$ cat config.mk
export PLATFORM = sky130hd
export DESIGN_NAME = rts_sequencer
export DESIGN_NICKNAME = d
export VERILOG_FILES = /design/src/rtl/rts_pkg.sv /design/src/rtl/rts_sequencer.sv
export SDC_FILE = /design/constraint.sdc
export NUM_CORES = 1
export LEC_CHECK = 0
export BUFFER_PORTS_ARGS = -buffer_cell sky130_fd_sc_hd__buf_4
export CORE_AREA = 8 8 126 128
export DETAILED_ROUTE_END_ITERATION = 16
export DIE_AREA = 0 0 134 136
export GPL_TIMING_DRIVEN = 0
export SLEW_MARGIN = 20
export SYNTH_ARGS = -nofsm -noshare
export SYNTH_HDL_FRONTEND = slang
export SYNTH_SLANG_ARGS = --single-unit
$ cat constraint.sdc
create_clock -name i_clk_sys -period 5.8 [get_ports i_clk_sys]
set_input_delay 1.16 -clock i_clk_sys [delete_from_list [all_inputs] [get_ports i_clk_sys]]
set_output_delay 1.16 -clock i_clk_sys [all_outputs]
set_load 0.05 [all_outputs]
$ cat src/rtl/rts_pkg.sv
// Shared constants and types of the reset and start-up sequencer.
package rts_pkg;
    // Register map, byte addresses on the APB side.
    localparam logic [7:0] RTS_OFS_CTRL = 8'h00;
    localparam logic [7:0] RTS_OFS_PSR = 8'h04;
    localparam logic [7:0] RTS_OFS_STAT = 8'h08;
    // Control register fields.
    localparam int RTS_CTRL_DROOP_EN = 0;
    localparam int RTS_CTRL_DELAY_EN_N = 1;
    localparam int RTS_CTRL_MODE_LSB = 2;
    localparam logic [3:0] RTS_CTRL_RESET = 4'h0;
    // Power status register fields.
    localparam int RTS_PSR_DROOP_N = 0;
    localparam int RTS_PSR_POR_N = 1;
    localparam logic [1:0] RTS_PSR_RESET = 2'h0;
    // Processor status and interrupt control fields.
    localparam int RTS_ST_EXPIRY = 4;
    localparam int RTS_ST_SLEEP = 3;
    localparam int RTS_IC_GIE = 7;
    localparam logic [2:0] RTS_ST_HI_CLR = 3'h0;
    localparam logic [6:0] RTS_IC_HI_CLR = 7'h00;
    localparam logic [12:0] RTS_PC_RESET = 13'h0000;
    localparam logic [12:0] RTS_PC_IRQ_VEC = 13'h0004;
    localparam logic [12:0] RTS_PC_STEP = 13'h0001;
    // Timing figures.
    localparam int RTS_CLK_MHZ = 250;
    localparam int RTS_DROOP_FILTER_US = 100;
    localparam int RTS_POWERUP_DELAY_MS = 72;
    localparam int RTS_SETTLE_CYCLES = 1024;
    localparam int RTS_CNT_W = 24;

    typedef enum logic [1:0] {
        RTS_MODE_LOWPOWER = 2'b00,
        RTS_MODE_STANDARD = 2'b01,
        RTS_MODE_FAST = 2'b10,
        RTS_MODE_RC = 2'b11
    } rts_osc_mode_t;

    typedef enum logic [2:0] {
        RTS_ST_RUN = 3'b000,
        RTS_ST_DROOP = 3'b001,
        RTS_ST_DELAY = 3'b010,
        RTS_ST_SETTLE = 3'b011,
        RTS_ST_APPLY = 3'b100
    } rts_state_t;

    typedef enum logic [2:0] {
        RTS_C_POR = 3'b000,
        RTS_C_DROOP = 3'b001,
        RTS_C_PIN_RUN = 3'b010,
        RTS_C_PIN_SLEEP = 3'b011,
        RTS_C_WDT = 3'b100,
        RTS_C_WAKE_WDT = 3'b101,
        RTS_C_WAKE_IRQ = 3'b110
    } rts_cause_t;
endpackage

$ cat src/rtl/rts_sequencer.sv
// Reset and start-up sequencer with cause decode and register init values.
`timescale 1ns/1ps
module rts_sequencer
    import rts_pkg::*;
#(
    parameter int INTOSC_KHZ = 1000,
    parameter int DROOP_FILTER_CYC = RTS_DROOP_FILTER_US * RTS_CLK_MHZ,
    parameter int POWERUP_TICKS = RTS_POWERUP_DELAY_MS * INTOSC_KHZ
)
(
    input wire logic i_clk_sys,
    input wire logic i_rst_n,
    input wire logic psel,
    input wire logic penable,
    input wire logic pwrite,
    input wire logic [7:0] paddr,
    input wire logic [31:0] pwdata,
    output logic [31:0] prdata,
    output logic pready,
    output logic pslverr,
    input wire logic i_por_pulse,
    input wire logic i_droop,
    input wire logic i_ext_reset_n,
    input wire logic i_wdt_expire,
    input wire logic i_irq_wake,
    input wire logic i_in_sleep,
    input wire logic i_osc_tick,
    input wire logic i_intosc_tick,
    input wire logic [12:0] i_pc,
    input wire logic [7:0] i_status,
    input wire logic [7:0] i_irq_control_reg,
    input wire logic [7:0] i_wake_flags,
    output logic o_core_reset_n,
    output logic o_pc_load,
    output logic [12:0] o_pc_value,
    output logic o_status_load,
    output logic [7:0] o_status_value,
    output logic o_irq_control_reg_load,
    output logic [7:0] o_irq_control_reg_value,
    output logic o_pc_high_clear
);
    localparam logic [RTS_CNT_W-1:0] DELAY_LAST =
        RTS_CNT_W'(POWERUP_TICKS - 1);
    localparam logic [RTS_CNT_W-1:0] SETTLE_LAST =
        RTS_CNT_W'(RTS_SETTLE_CYCLES - 1);
    localparam logic [RTS_CNT_W-1:0] FILT_LAST =
        RTS_CNT_W'(DROOP_FILTER_CYC - 1);
    localparam logic [RTS_CNT_W-1:0] CNT_ONE = RTS_CNT_W'(1);

    // Processor status value for each cause; u bits come from the core.
    function automatic logic [7:0] status_for(input rts_cause_t c,
                                              input logic [7:0] s);
        logic [7:0] v;
        v = s;
        unique case (c)
            RTS_C_POR, RTS_C_DROOP:
            begin
                v[7:5] = RTS_ST_HI_CLR;
                v[RTS_ST_EXPIRY] = 1'b1;
                v[RTS_ST_SLEEP] = 1'b1;
            end
            RTS_C_PIN_RUN:
            begin
                v[7:5] = RTS_ST_HI_CLR;
            end
            RTS_C_PIN_SLEEP:
            begin
                v[7:5] = RTS_ST_HI_CLR;
                v[RTS_ST_EXPIRY] = 1'b1;
                v[RTS_ST_SLEEP] = 1'b0;
            end
            RTS_C_WDT:
            begin
                v[7:5] = RTS_ST_HI_CLR;
                v[RTS_ST_EXPIRY] = 1'b0;
                v[RTS_ST_SLEEP] = 1'b1;
            end
            RTS_C_WAKE_WDT:
            begin
                v[RTS_ST_EXPIRY] = 1'b0;
                v[RTS_ST_SLEEP] = 1'b0;
            end
            RTS_C_WAKE_IRQ:
            begin
                v[RTS_ST_EXPIRY] = 1'b1;
                v[RTS_ST_SLEEP] = 1'b0;
            end
            default:
            begin
                v = s;
            end
        endcase
        return v;
    endfunction

    // Two-flop synchronisers for power-on, droop and pin.
    logic [2:0] async_in;
    logic [2:0] sync1_r;
    logic [2:0] sync2_r;
    assign async_in = {i_ext_reset_n, i_droop, i_por_pulse};
    genvar gi;
    generate
        for (gi = 0; gi < 3; gi++)
        begin : g_sync
            always_ff @(posedge i_clk_sys or negedge i_rst_n)
            begin
                if (!i_rst_n)
                begin
                    sync1_r[gi] <= 1'b0;
                    sync2_r[gi] <= 1'b0;
                end
                else
                begin
                    sync1_r[gi] <= async_in[gi];
                    sync2_r[gi] <= sync1_r[gi];
                end
            end
        end
    endgenerate
    wire por_s = sync2_r[0];
    wire droop_s = sync2_r[1];
    wire pin_s = sync2_r[2];

    logic [3:0] ctrl_r;
    logic [1:0] psr_r;
    rts_state_t state_r;
    rts_state_t state_nxt;
    rts_cause_t cause_r;
    rts_cause_t cause_nxt;
    logic [RTS_CNT_W-1:0] cnt_r;
    logic [RTS_CNT_W-1:0] filt_r;
    logic pin_d_r;

    wire droop_en = ctrl_r[RTS_CTRL_DROOP_EN];
    wire rts_osc_mode_t osc_mode =
        rts_osc_mode_t'(ctrl_r[RTS_CTRL_MODE_LSB +: 2]);
    wire crystal = (osc_mode != RTS_MODE_RC);
    wire delay_on = !ctrl_r[RTS_CTRL_DELAY_EN_N] || droop_en;
    wire droop_on = droop_s && droop_en;
    wire droop_trip = droop_on && (filt_r == FILT_LAST);
    wire pin_fall = pin_d_r && !pin_s;
    wire delay_done = i_intosc_tick && (cnt_r == DELAY_LAST);
    wire settle_done = i_osc_tick && (cnt_r == SETTLE_LAST);
    wire rts_state_t after_delay = crystal ? RTS_ST_SETTLE : RTS_ST_APPLY;

    // Sequence control; power-on beats droop, droop beats pin and watchdog.
    always_comb
    begin
        state_nxt = state_r;
        cause_nxt = cause_r;
        if (por_s)
        begin
            cause_nxt = RTS_C_POR;
            state_nxt = delay_on ? RTS_ST_DELAY : after_delay;
        end
        else if (droop_trip && state_r != RTS_ST_DROOP)
        begin
            cause_nxt = RTS_C_DROOP;
            state_nxt = RTS_ST_DROOP;
        end
        else
        begin
            unique case (state_r)
                RTS_ST_RUN:
                begin
                    if (pin_fall)
                    begin
                        cause_nxt = i_in_sleep ? RTS_C_PIN_SLEEP
                                               : RTS_C_PIN_RUN;
                        state_nxt = RTS_ST_APPLY;
                    end
                    else if (i_wdt_expire && i_in_sleep)
                    begin
                        cause_nxt = RTS_C_WAKE_WDT;
                        state_nxt = after_delay;
                    end
                    else if (i_wdt_expire)
                    begin
                        cause_nxt = RTS_C_WDT;
                        state_nxt = RTS_ST_APPLY;
                    end
                    else if (i_irq_wake && i_in_sleep)
                    begin
                        cause_nxt = RTS_C_WAKE_IRQ;
                        state_nxt = after_delay;
                    end
                end
                RTS_ST_DROOP:
                begin
                    if (!droop_s)
                    begin
                        state_nxt = RTS_ST_DELAY;
                    end
                end
                RTS_ST_DELAY:
                begin
                    if (cause_r == RTS_C_DROOP && droop_on)
                    begin
                        state_nxt = RTS_ST_DROOP;
                    end
                    else if (delay_done)
                    begin
                        state_nxt = after_delay;
                    end
                end
                RTS_ST_SETTLE:
                begin
                    if (settle_done)
                    begin
                        state_nxt = RTS_ST_APPLY;
                    end
                end
                RTS_ST_APPLY:
                begin
                    state_nxt = RTS_ST_RUN;
                end
                default:
                begin
                    state_nxt = RTS_ST_RUN;
                end
            endcase
        end
    end

    // Values loaded into the core when the sequence ends.
    wire is_wake = (cause_r == RTS_C_WAKE_WDT) || (cause_r == RTS_C_WAKE_IRQ);
    wire irq_vec = (cause_r == RTS_C_WAKE_IRQ) && i_irq_control_reg[RTS_IC_GIE];
    wire [12:0] pc_nxt = !is_wake ? RTS_PC_RESET :
        (irq_vec ? RTS_PC_IRQ_VEC : i_pc + RTS_PC_STEP);
    wire [7:0] status_nxt = status_for(cause_r, i_status);
    wire [7:0] irq_control_reg_nxt = is_wake ? (i_irq_control_reg | i_wake_flags)
        : {RTS_IC_HI_CLR, i_irq_control_reg[0]};
    wire apply = (state_r == RTS_ST_APPLY);

    always_ff @(posedge i_clk_sys or negedge i_rst_n)
    begin
        if (!i_rst_n)
        begin
            state_r <= RTS_ST_RUN;
            cause_r <= RTS_C_POR;
            pin_d_r <= 1'b0;
        end
        else
        begin
            state_r <= state_nxt;
            cause_r <= cause_nxt;
            pin_d_r <= pin_s;
        end
    end

    // Delay counter restarts on every state change.
    always_ff @(posedge i_clk_sys or negedge i_rst_n)
    begin
        if (!i_rst_n)
        begin
            cnt_r <= '0;
        end
        else if (state_nxt != state_r || por_s)
        begin
            cnt_r <= '0;
        end
        else if ((state_r == RTS_ST_DELAY && i_intosc_tick) ||
                 (state_r == RTS_ST_SETTLE && i_osc_tick))
        begin
            cnt_r <= cnt_r + CNT_ONE;
        end
    end

    // Droop filter counts system cycles of a continuous droop.
    always_ff @(posedge i_clk_sys or negedge i_rst_n)
    begin
        if (!i_rst_n)
        begin
            filt_r <= '0;
        end
        else if (!droop_on)
        begin
            filt_r <= '0;
        end
        else if (filt_r != FILT_LAST)
        begin
            filt_r <= filt_r + CNT_ONE;
        end
    end

    always_ff @(posedge i_clk_sys or negedge i_rst_n)
    begin
        if (!i_rst_n)
        begin
            o_pc_load <= 1'b0;
            o_status_load <= 1'b0;
            o_irq_control_reg_load <= 1'b0;
            o_pc_high_clear <= 1'b0;
            o_pc_value <= RTS_PC_RESET;
            o_status_value <= '0;
            o_irq_control_reg_value <= '0;
        end
        else
        begin
            o_pc_load <= apply;
            o_status_load <= apply;
            o_irq_control_reg_load <= apply;
            o_pc_high_clear <= apply && !is_wake;
            if (apply)
            begin
                o_pc_value <= pc_nxt;
                o_status_value <= status_nxt;
                o_irq_control_reg_value <= irq_control_reg_nxt;
            end
        end
    end

    // Core leaves reset only from run with the pin high.
    assign o_core_reset_n = (state_r == RTS_ST_RUN) && pin_s;

    // APB slave with no wait states.
    wire setup = psel && !penable;
    wire access = psel && penable;
    wire hit_ctrl = (paddr == RTS_OFS_CTRL);
    wire hit_psr = (paddr == RTS_OFS_PSR);
    wire hit_stat = (paddr == RTS_OFS_STAT);
    wire mapped = hit_ctrl || hit_psr || (hit_stat && !pwrite);
    wire wr = access && pwrite && mapped;
    wire [31:0] rd_mux = hit_ctrl ? {28'h0000000, ctrl_r} :
        hit_psr ? {30'h00000000, psr_r} :
        hit_stat ? {26'h0000000, cause_r, state_r} : 32'h00000000;
    assign pready = 1'b1;
    assign pslverr = access && !mapped;

    always_ff @(posedge i_clk_sys or negedge i_rst_n)
    begin
        if (!i_rst_n)
        begin
            prdata <= '0;
            ctrl_r <= RTS_CTRL_RESET;
        end
        else
        begin
            if (setup && !pwrite)
            begin
                prdata <= rd_mux;
            end
            if (wr && hit_ctrl)
            begin
                ctrl_r <= pwdata[3:0];
            end
        end
    end

    // Status bits: a hardware clear beats a software write.
    always_ff @(posedge i_clk_sys or negedge i_rst_n)
    begin
        if (!i_rst_n)
        begin
            psr_r <= RTS_PSR_RESET;
        end
        else
        begin
            if (por_s)
            begin
                psr_r[RTS_PSR_POR_N] <= 1'b0;
            end
            else if (wr && hit_psr)
            begin
                psr_r[RTS_PSR_POR_N] <= pwdata[RTS_PSR_POR_N];
            end
            // The droop bit is never read by the sequence itself.
            if (droop_trip && !por_s)
            begin
                psr_r[RTS_PSR_DROOP_N] <= 1'b0;
            end
            else if (wr && hit_psr)
            begin
                psr_r[RTS_PSR_DROOP_N] <= pwdata[RTS_PSR_DROOP_N];
            end
        end
    end
endmodule // rts_sequencer

==> results of run 1 <==
==> power by group through the flow <==
stage / logic [uW] / clock network, uW / registers (uW)
global placement: 596 / 0 / 854
CTS: 601 / 572 / 845
detailed placement: 600 / 0 / 859
global route: 635 / 600 / 854
finish: 596 / 554 / 844
floorplan: 153 / 0 / 1090
==> routing by layer <==
layer | share of wire | up-vias | GRT usage
met3 | 0.071 | 14 | 0.0432
li1 | - | 2219 | -
met2 | 0.45 | 122 | 0.228
met4 | 0.013 | 0 | 0.0505
met1 | 0.46 | 2107 | 0.184
met5 | 0 | - | 0
==> area by class of cell <==
cell class / count / area [um2]
clock inverters: 1 / 5.00
fillers: 1330 / 7290
plain buffers: 48 / 299
well taps: 184 / 230
inverters: 15 / 56.3
multi-input cells: 443 / 2540
flip-flops and latches: 104 / 2600
repair buffers: 101 / 762
clock buffers: 12 / 256
==> flip-flops by register name (all words and copies together), names as in the netlist <==
register / cells
pin_d_r: 1
pin_s: 1
o_irq_control_reg_value: 8
por_s: 1
sync1_r: 3
droop_s: 1
o_pc_high_clear: 1
o_irq_control_reg_load: 1
ctrl_r: 4
psr_r: 2
o_pc_value: 13
cause_r: 3
state_r: 3
cnt_r: 24
o_status_value: 8
filt_r: 24
prdata: 6
==> worst reg2reg max path: stages (launching register included) <==
cell and delay [ns]:
dfrtp_1 0.39, ha_1 0.23, and3_1 0.25, nand4_1 0.23, o41ai_2 0.71, a211oi_1 0.17
o211ai_1 0.27, buf_2 0.32, nor2_1 0.07
==> worst min path at each step <==
stage,slack [ns],cells past startpoint,end,start
detailed placement,0.34,0,por_s,sync1_r[0]
global placement,0.34,0,por_s,sync1_r[0]
CTS,0.36,0,pin_s,sync1_r[2]
finish,0.35,0,pin_s,sync1_r[2]
global route,0.37,0,por_s,sync1_r[0]
floorplan,0.33,0,droop_s,sync1_r[1]
==> logic make-up after synthesis <==
kind of cell,count (synthesis)
XOR/XNOR,52
adder cells (fa/ha/maj),3
multiplexers,12
buffers and inverters,63
other,2
flip-flops,104
AO/OA/AOI/OAI,91
AND/OR/NAND/NOR,258
==> stage by stage <==
stage | setup slack (ns) | hold slack, ns | instance area (um2) | power, uW
2_1_floorplan | 2.23 | 0.331 | 5500 | 1250
3_3_place_gp | 2.60 | 0.339 | 6480 | 1450
3_5_place_dp | 2.56 | 0.341 | 6490 | 1460
4_1_cts | 2.55 | 0.356 | 6750 | 2020
5_1_grt | 2.45 | 0.368 | 6750 | 2090
6_report | 2.57 | 0.350 | 6750 | 1990
==> cells in the final DEF, fill, tap and decap left out, types with 6 or more instances in the layout <==
cell type,synthesis,routed
nand4_1,8,8
nor2b_1,7,7
a21oi_1,15,15
nand3_1,28,28
or3_1,8,8
conb_1,2,27
nor2_1,80,80
clkbuf_16,0,9
o21ai_0,47,47
a22o_1,6,6
clkbuf_1,12,13
xnor2_1,28,28
nor3_1,7,7
buf_4,30,130
dfrtp_1,104,104
mux2i_1,8,8
nand2_1,73,73
nor4_1,7,7
and3_1,12,12
inv_1,15,15
xor2_1,24,24
==> impl_results.md, run 1 <==
- Status: completed
- Die width: between 100 and 150 um
- Post-synth top cells: dfrtp_1 (104), nor2_1 (80), nand2_1 (73), o21ai_0 (47), buf_4 (30)
- Lkg Pwr: around 0.0030 uW
- Peak VDD IR: between 0.00015 and 0.0002 V
- CTS tree: built
- Area leader, netlist: dfrtp_1
- CTS buffer count: 9
- Slew Viols, Final: 0
- Share of layout cells above drive strength 1: 0.222
- Number of global-route vias before repair: between 4k and 5k
- Clk sinks: 104
- CP peak stage delay: ~0.36 ns
- Starting Density: 0.385
- Clock root buffer: clkbuf_16
- Post-synthesis async set-or-reset flop share: 1.00
- Die Ht: approximately 140 um
- Final Hold Fails: 0
- R2R setup slack: 3.06 ns
- Initial DRC count: 316
- First-pass GRT wire length: about 22 mm
- Yosys cell types: 55
- Final Setup Violations: 0
- Netlist Area Pre-Place: between 5000 and 6000 um2
- Hold Crit Class: flop to flop
- Worst path buffer plus inverter count: 2
- Fin Clk Skew: 0.00544 ns
- Post-DR vias/cell: approximately 5
- Clock Tree Buf Depth: 2
- Post-CTS setup buffer count: 0
- H-tree lvl count: 3
- Slew HR: 0.366
- Fmax achieved: between 300 and 400 MHz
- Sequential fraction of the synthesis area: 0.482
- Pwr dens: just under 300 nW/um2
- Hold buffers post-CTS: 0
- Detailed placement HPWL: between 9 and 10 mm
- Synth top area share: 0.482
- Crit path depth: 4
- Max Cap Violations: 0
- Main synth FF type: dfrtp_1
- Drt first pass iters: 5
- EDFF count, synth: 0
- Post-synthesis xor/xnor area fraction: 0.0843
- Most numerous cell in the Yosys netlist: dfrtp_1
- Final Critical Period: ~3.2 ns
- Simple-gate share of the synthesized area: 0.233
- Crit path max-delay cell type: clkbuf_1
- Placer Congestion: about 0.84
- Yosys Warn Count: 0
- Crit. End Element: output pin
- Internal power: ~1300 uW
- Sequential share of power: 0.423
- Mux cell area share after synthesis: 0.0232
- CP Launch Type: input pin
- GRT overflow: 0
- Non-Filler Instances: 908
- Layout net count: approximately 820
- Reg clk slew, reported paths: around 0.060 ns
- Core ar.: ~14000 um2
- Largest family of logic cells by synthesized area: simple AND/OR/NAND/NOR gates
- Synth Area per Inst: 9.24 um2
- DRC errors left: 0
- Final period utilization: 0.558
- Clock power frac: 0.278
- Initial antenna violation count: 0
- Cell Rows: between 40 and 50
- Slew @ Worst Pin: 0.951 ns
- Worst setup path endpoint: pslverr
- Vias post-DR: roughly 4.5k
- Worst r2r dst: cnt_r[7]
- Crit path cell chain: clkbuf_1 -> o21ai_0 -> a21oi_1 -> buf_4
- Switch Pwr: a little over 700 uW
- Crit path max fanout: 9
- #FFs+latches synth: approximately 100
- Mapped Cells: around 590
- Source of the worst register-to-register timing path: filt_r[0]
- Critical path origin: paddr[3]
- R2R cell count: 8
- Io pins: about 160
- Fin util: 0.481
- Number of I/O port buffers: 101
- Post-Synth Adder-Cell Area: 0.00695
- Placed insts: ~900
- Syn-to-layout area delta: 24.9%
- RSZ-0062 raised after global routing: false
- GRT Util Overall: 0.144
- Largest net degree at the start of global routing: 105
- Die Area: roughly 18000 um2
- Compound-Gate Fraction of Synth Area: 0.104
- Post-Route WL: 13.2 mm
- Crit-path leading delay family: buffers and inverters
- Setup TNS: 0 ns
- Sw Share: 0.357
- Worst path required time: approximately 4.6 ns
- Ant. Diodes: 0
- Clock latency on the worst-skew pair: about 0.34 ns
- # resized after CTS: 0
- Synth top area cells: dfrtp_1 (48%), nor2_1 (5.6%), nand2_1 (5.1%), xnor2_1 (4.5%), o21ai_0 (4.4%)
- Crit Path Category: input pin to output pin
- Combinational share of power: 0.299
- Routed len/inst: roughly 15 um
- Worst EP arrival: 2.07 ns
- Antenna Nets Post-Route: 0
(Power assumes the default switching activity.)
==> run 2, diff against run 1 <==
--- a/config.mk
+++ b/config.mk
@@ -10,6 +10,7 @@
 export DETAILED_ROUTE_END_ITERATION = 16
 export DIE_AREA = 0 0 134 136
 export GPL_TIMING_DRIVEN = 0
+export PLACE_DENSITY = 0.66
 export SLEW_MARGIN = 20
 export SYNTH_ARGS = -nofsm -noshare
 export SYNTH_HDL_FRONTEND = slang
==> constraint.sdc (replaced) <==
create_clock -name i_clk_sys -period 2.89 [get_ports i_clk_sys]
set_input_delay 0.578 -clock i_clk_sys [delete_from_list [all_inputs] [get_ports i_clk_sys]]
set_output_delay 0.578 -clock i_clk_sys [all_outputs]
set_load 0.05 [all_outputs]
==> impl_results.md, run 2 (synthesized netlist as in run 1, its figures left out) <==
- Most frequent cells in the layout: buf_4 (130), dfrtp_1 (104), nor2_1 (80)
- Die Area: 18200 um2 (unchanged)
- Worst EP arrival: 2.85 ns (+0.78 ns)
- Fmax achieved: 381 MHz
- Number of I/O port buffers: 101 (unchanged)
- Antenna Nets Post-Route: 0 (unchanged)
- Layout net count: 815 (unchanged)
- Crit. End Element: flop
- Pwr dens: 596 nW/um2 (+100%)
- Most common cell after layout, fill and taps aside: buf_4
- Clock root buffer: clkbuf_16
- Placed insts: 895 (unchanged)
- Top flop regs: cnt_r: 24 flops, filt_r: 24 flops, o_pc_value: 13 flops
- Post-DR vias/cell: 5.01 (+1.9%)
- Place WS: 0.209 ns (-2.35 ns)
- Final Critical Period: 2.62 ns
- Fin Clk Skew: 0.00390 ns (-0.00154 ns)
- CP Launch Type: flop
- Crit path max-delay cell type: nor4_1
- Non-Filler Instances: 911 (+0.33%)
- Final Setup Violations: 0 (unchanged)
- Die width: 134 um (unchanged)
- Initial antenna violation count: 0 (unchanged)
- Die Ht: 136 um (unchanged)
- DRC errors left: 0 (unchanged)
- Clock latency on the worst-skew pair: 0.34 ns (about the same)
- Detailed placement HPWL: 10.0 mm (+0.58%)
- Setup TNS: 0 ns (unchanged)
- Lkg Pwr: 0.00303 uW (+0.30%)
- Crit path max fanout: 10 (+1)
- Final period utilization: 0.908
- Post-Route WL: 13.1 mm (-0.36%)
- Post-CTS setup buffer count: 0 (unchanged)
- RSZ-0062 raised after global routing: false
- Ant. Diodes: 0 (unchanged)
- Starting Density: 0.385 (unchanged)
- Crit Path Category: flop to flop
- CTS buffer count: 9 (unchanged)
- Slew HR: 0.376 (+0.0101)
- Reg clk slew, reported paths: 0.07 ns (about the same)
- Vias post-DR: 4560 (+2.2%)
- Placer Congestion: 0.874 (+3.5%)
- CTS tree: built
- Peak VDD IR: 0.000303 V (+72%)
- Drt first pass iters: 4 (-1)
- Crit path cell chain: nor4_1 -> nand4b_1 -> o21ai_0 -> a211oi_1 -> o211ai_1 -> buf_2 -> nor2_1
- Initial DRC count: 277 (-12%)
- Core ar.: 14000 um2 (unchanged)
- GRT overflow: 0 (unchanged)
- Fillers: 1345 (+1.1%)
- Io pins: 158 (unchanged)
- # resized after CTS: 0 (unchanged)
- Hold Crit Class: input pin to flop
- Slew @ Worst Pin: 0.936 ns (-0.0152 ns)
- CP peak stage delay: 0.66 ns (+0.30 ns)
- Status: completed
- Routed len/inst: 14.4 um (-0.69%)
- First-pass GRT wire length: 21.6 mm (+0.26%)
- Hold buffers post-CTS: 0 (unchanged)
- Final Hold Fails: 0 (unchanged)
- Fin util: 0.483 (+0.00169)
- Clock Tree Buf Depth: 2 (unchanged)
- Max Cap Violations: 0 (unchanged)
- Syn-to-layout area delta: 25.4%
- Cell Rows: 44 (unchanged)
- Worst path required time: 3.11 ns (-1.53 ns)
- Final setup margin: 0.265 ns (-2.30 ns)
- H-tree lvl count: 3 (unchanged)
- Largest net degree at the start of global routing: 105 (unchanged)
- Share of layout cells above drive strength 1: 0.224 (+0.00183)
- Clk sinks: 104 (unchanged)
- Number of global-route vias before repair: 4521 (+2.6%)
- Slew Viols, Final: 0 (unchanged)
- GRT Util Overall: 0.144 (-0.000317)
==> run 2: cell types whose count changed in the layout (fill, tap and decap cells not counted) <==
cell	previous run	this run
clkbuf_1	13	14
clkbuf_8	2	1
clkinv_2	1	2
inv_6	0	2
o41ai_2	1	0
o41ai_4	0	1
==> run 2: cell type report <==
class | instances | area [um2] | share of cell area
flip-flops and latches | 104 | 2600 | 0.384
clock inverters | 4 | 27.5 | 0.00406
inverters | 15 | 56.3 | 0.00831
plain buffers | 48 | 299 | 0.0441
well taps | 184 | 230 | 0.0340
clock buffers | 12 | 246 | 0.0364
repair buffers | 101 | 762 | 0.112
multi-input cells | 443 | 2550 | 0.376
==> run 2: worst paths after layout <==
check	cells past startpoint	slack, ns	startpoint	to
max in group asynchronous	1	1.91	i_rst_n	filt_r[13]
min in group asynchronous	1	0.35	i_rst_n	o_irq_control_reg_value[3]
max	7	0.27	cnt_r[17]	cnt_r[10]
max reg2reg	7	0.27	cnt_r[17]	cnt_r[10]
min reg2reg	0	0.36	sync1_r[1]	droop_s
min	1	0.34	i_ext_reset_n	sync1_r[2]
==> run 2: routing by layer <==
metal  up-vias  GRT usage  share of wire
met4         0     0.0374         0.0092
met2       133      0.245           0.47
met5         -          0              0
met3        11     0.0429          0.069
met1      2197      0.174           0.45
li1       2219          -              -
==> run 2: per-stage QoR <==
stage                     area, um2  hold slack [ns]  power [uW]
final                          6770            0.343        4040
after global routing           6770            0.326        4230
after CTS                      6760            0.329        4080
after detailed placement       6490            0.340        2930
after global placement         6480            0.339        2910
after floorplan                5500            0.282        2500
==> run 2: critical path: cells and delay by family, from the launching register on <==
| kind | cells | cell delay, ns |
|---|---|---|
| AOI/OAI and AO/OA | 3 | 0.84 |
| DFF | 1 | 0.44 |
| and+or+nand+nor | 3 | 0.91 |
| buffers and inverters | 1 | 0.32 |
==> run 2: report_power, final <==
| part | switching (uW) | internal (uW) | total (uW) |
|---|---|---|---|
| registers | 89.1 | 1600 | 1690 |
| logic | 844 | 353 | 1200 |
| clock network | 533 | 613 | 1150 |
| total | 1470 | 2570 | 4040 |
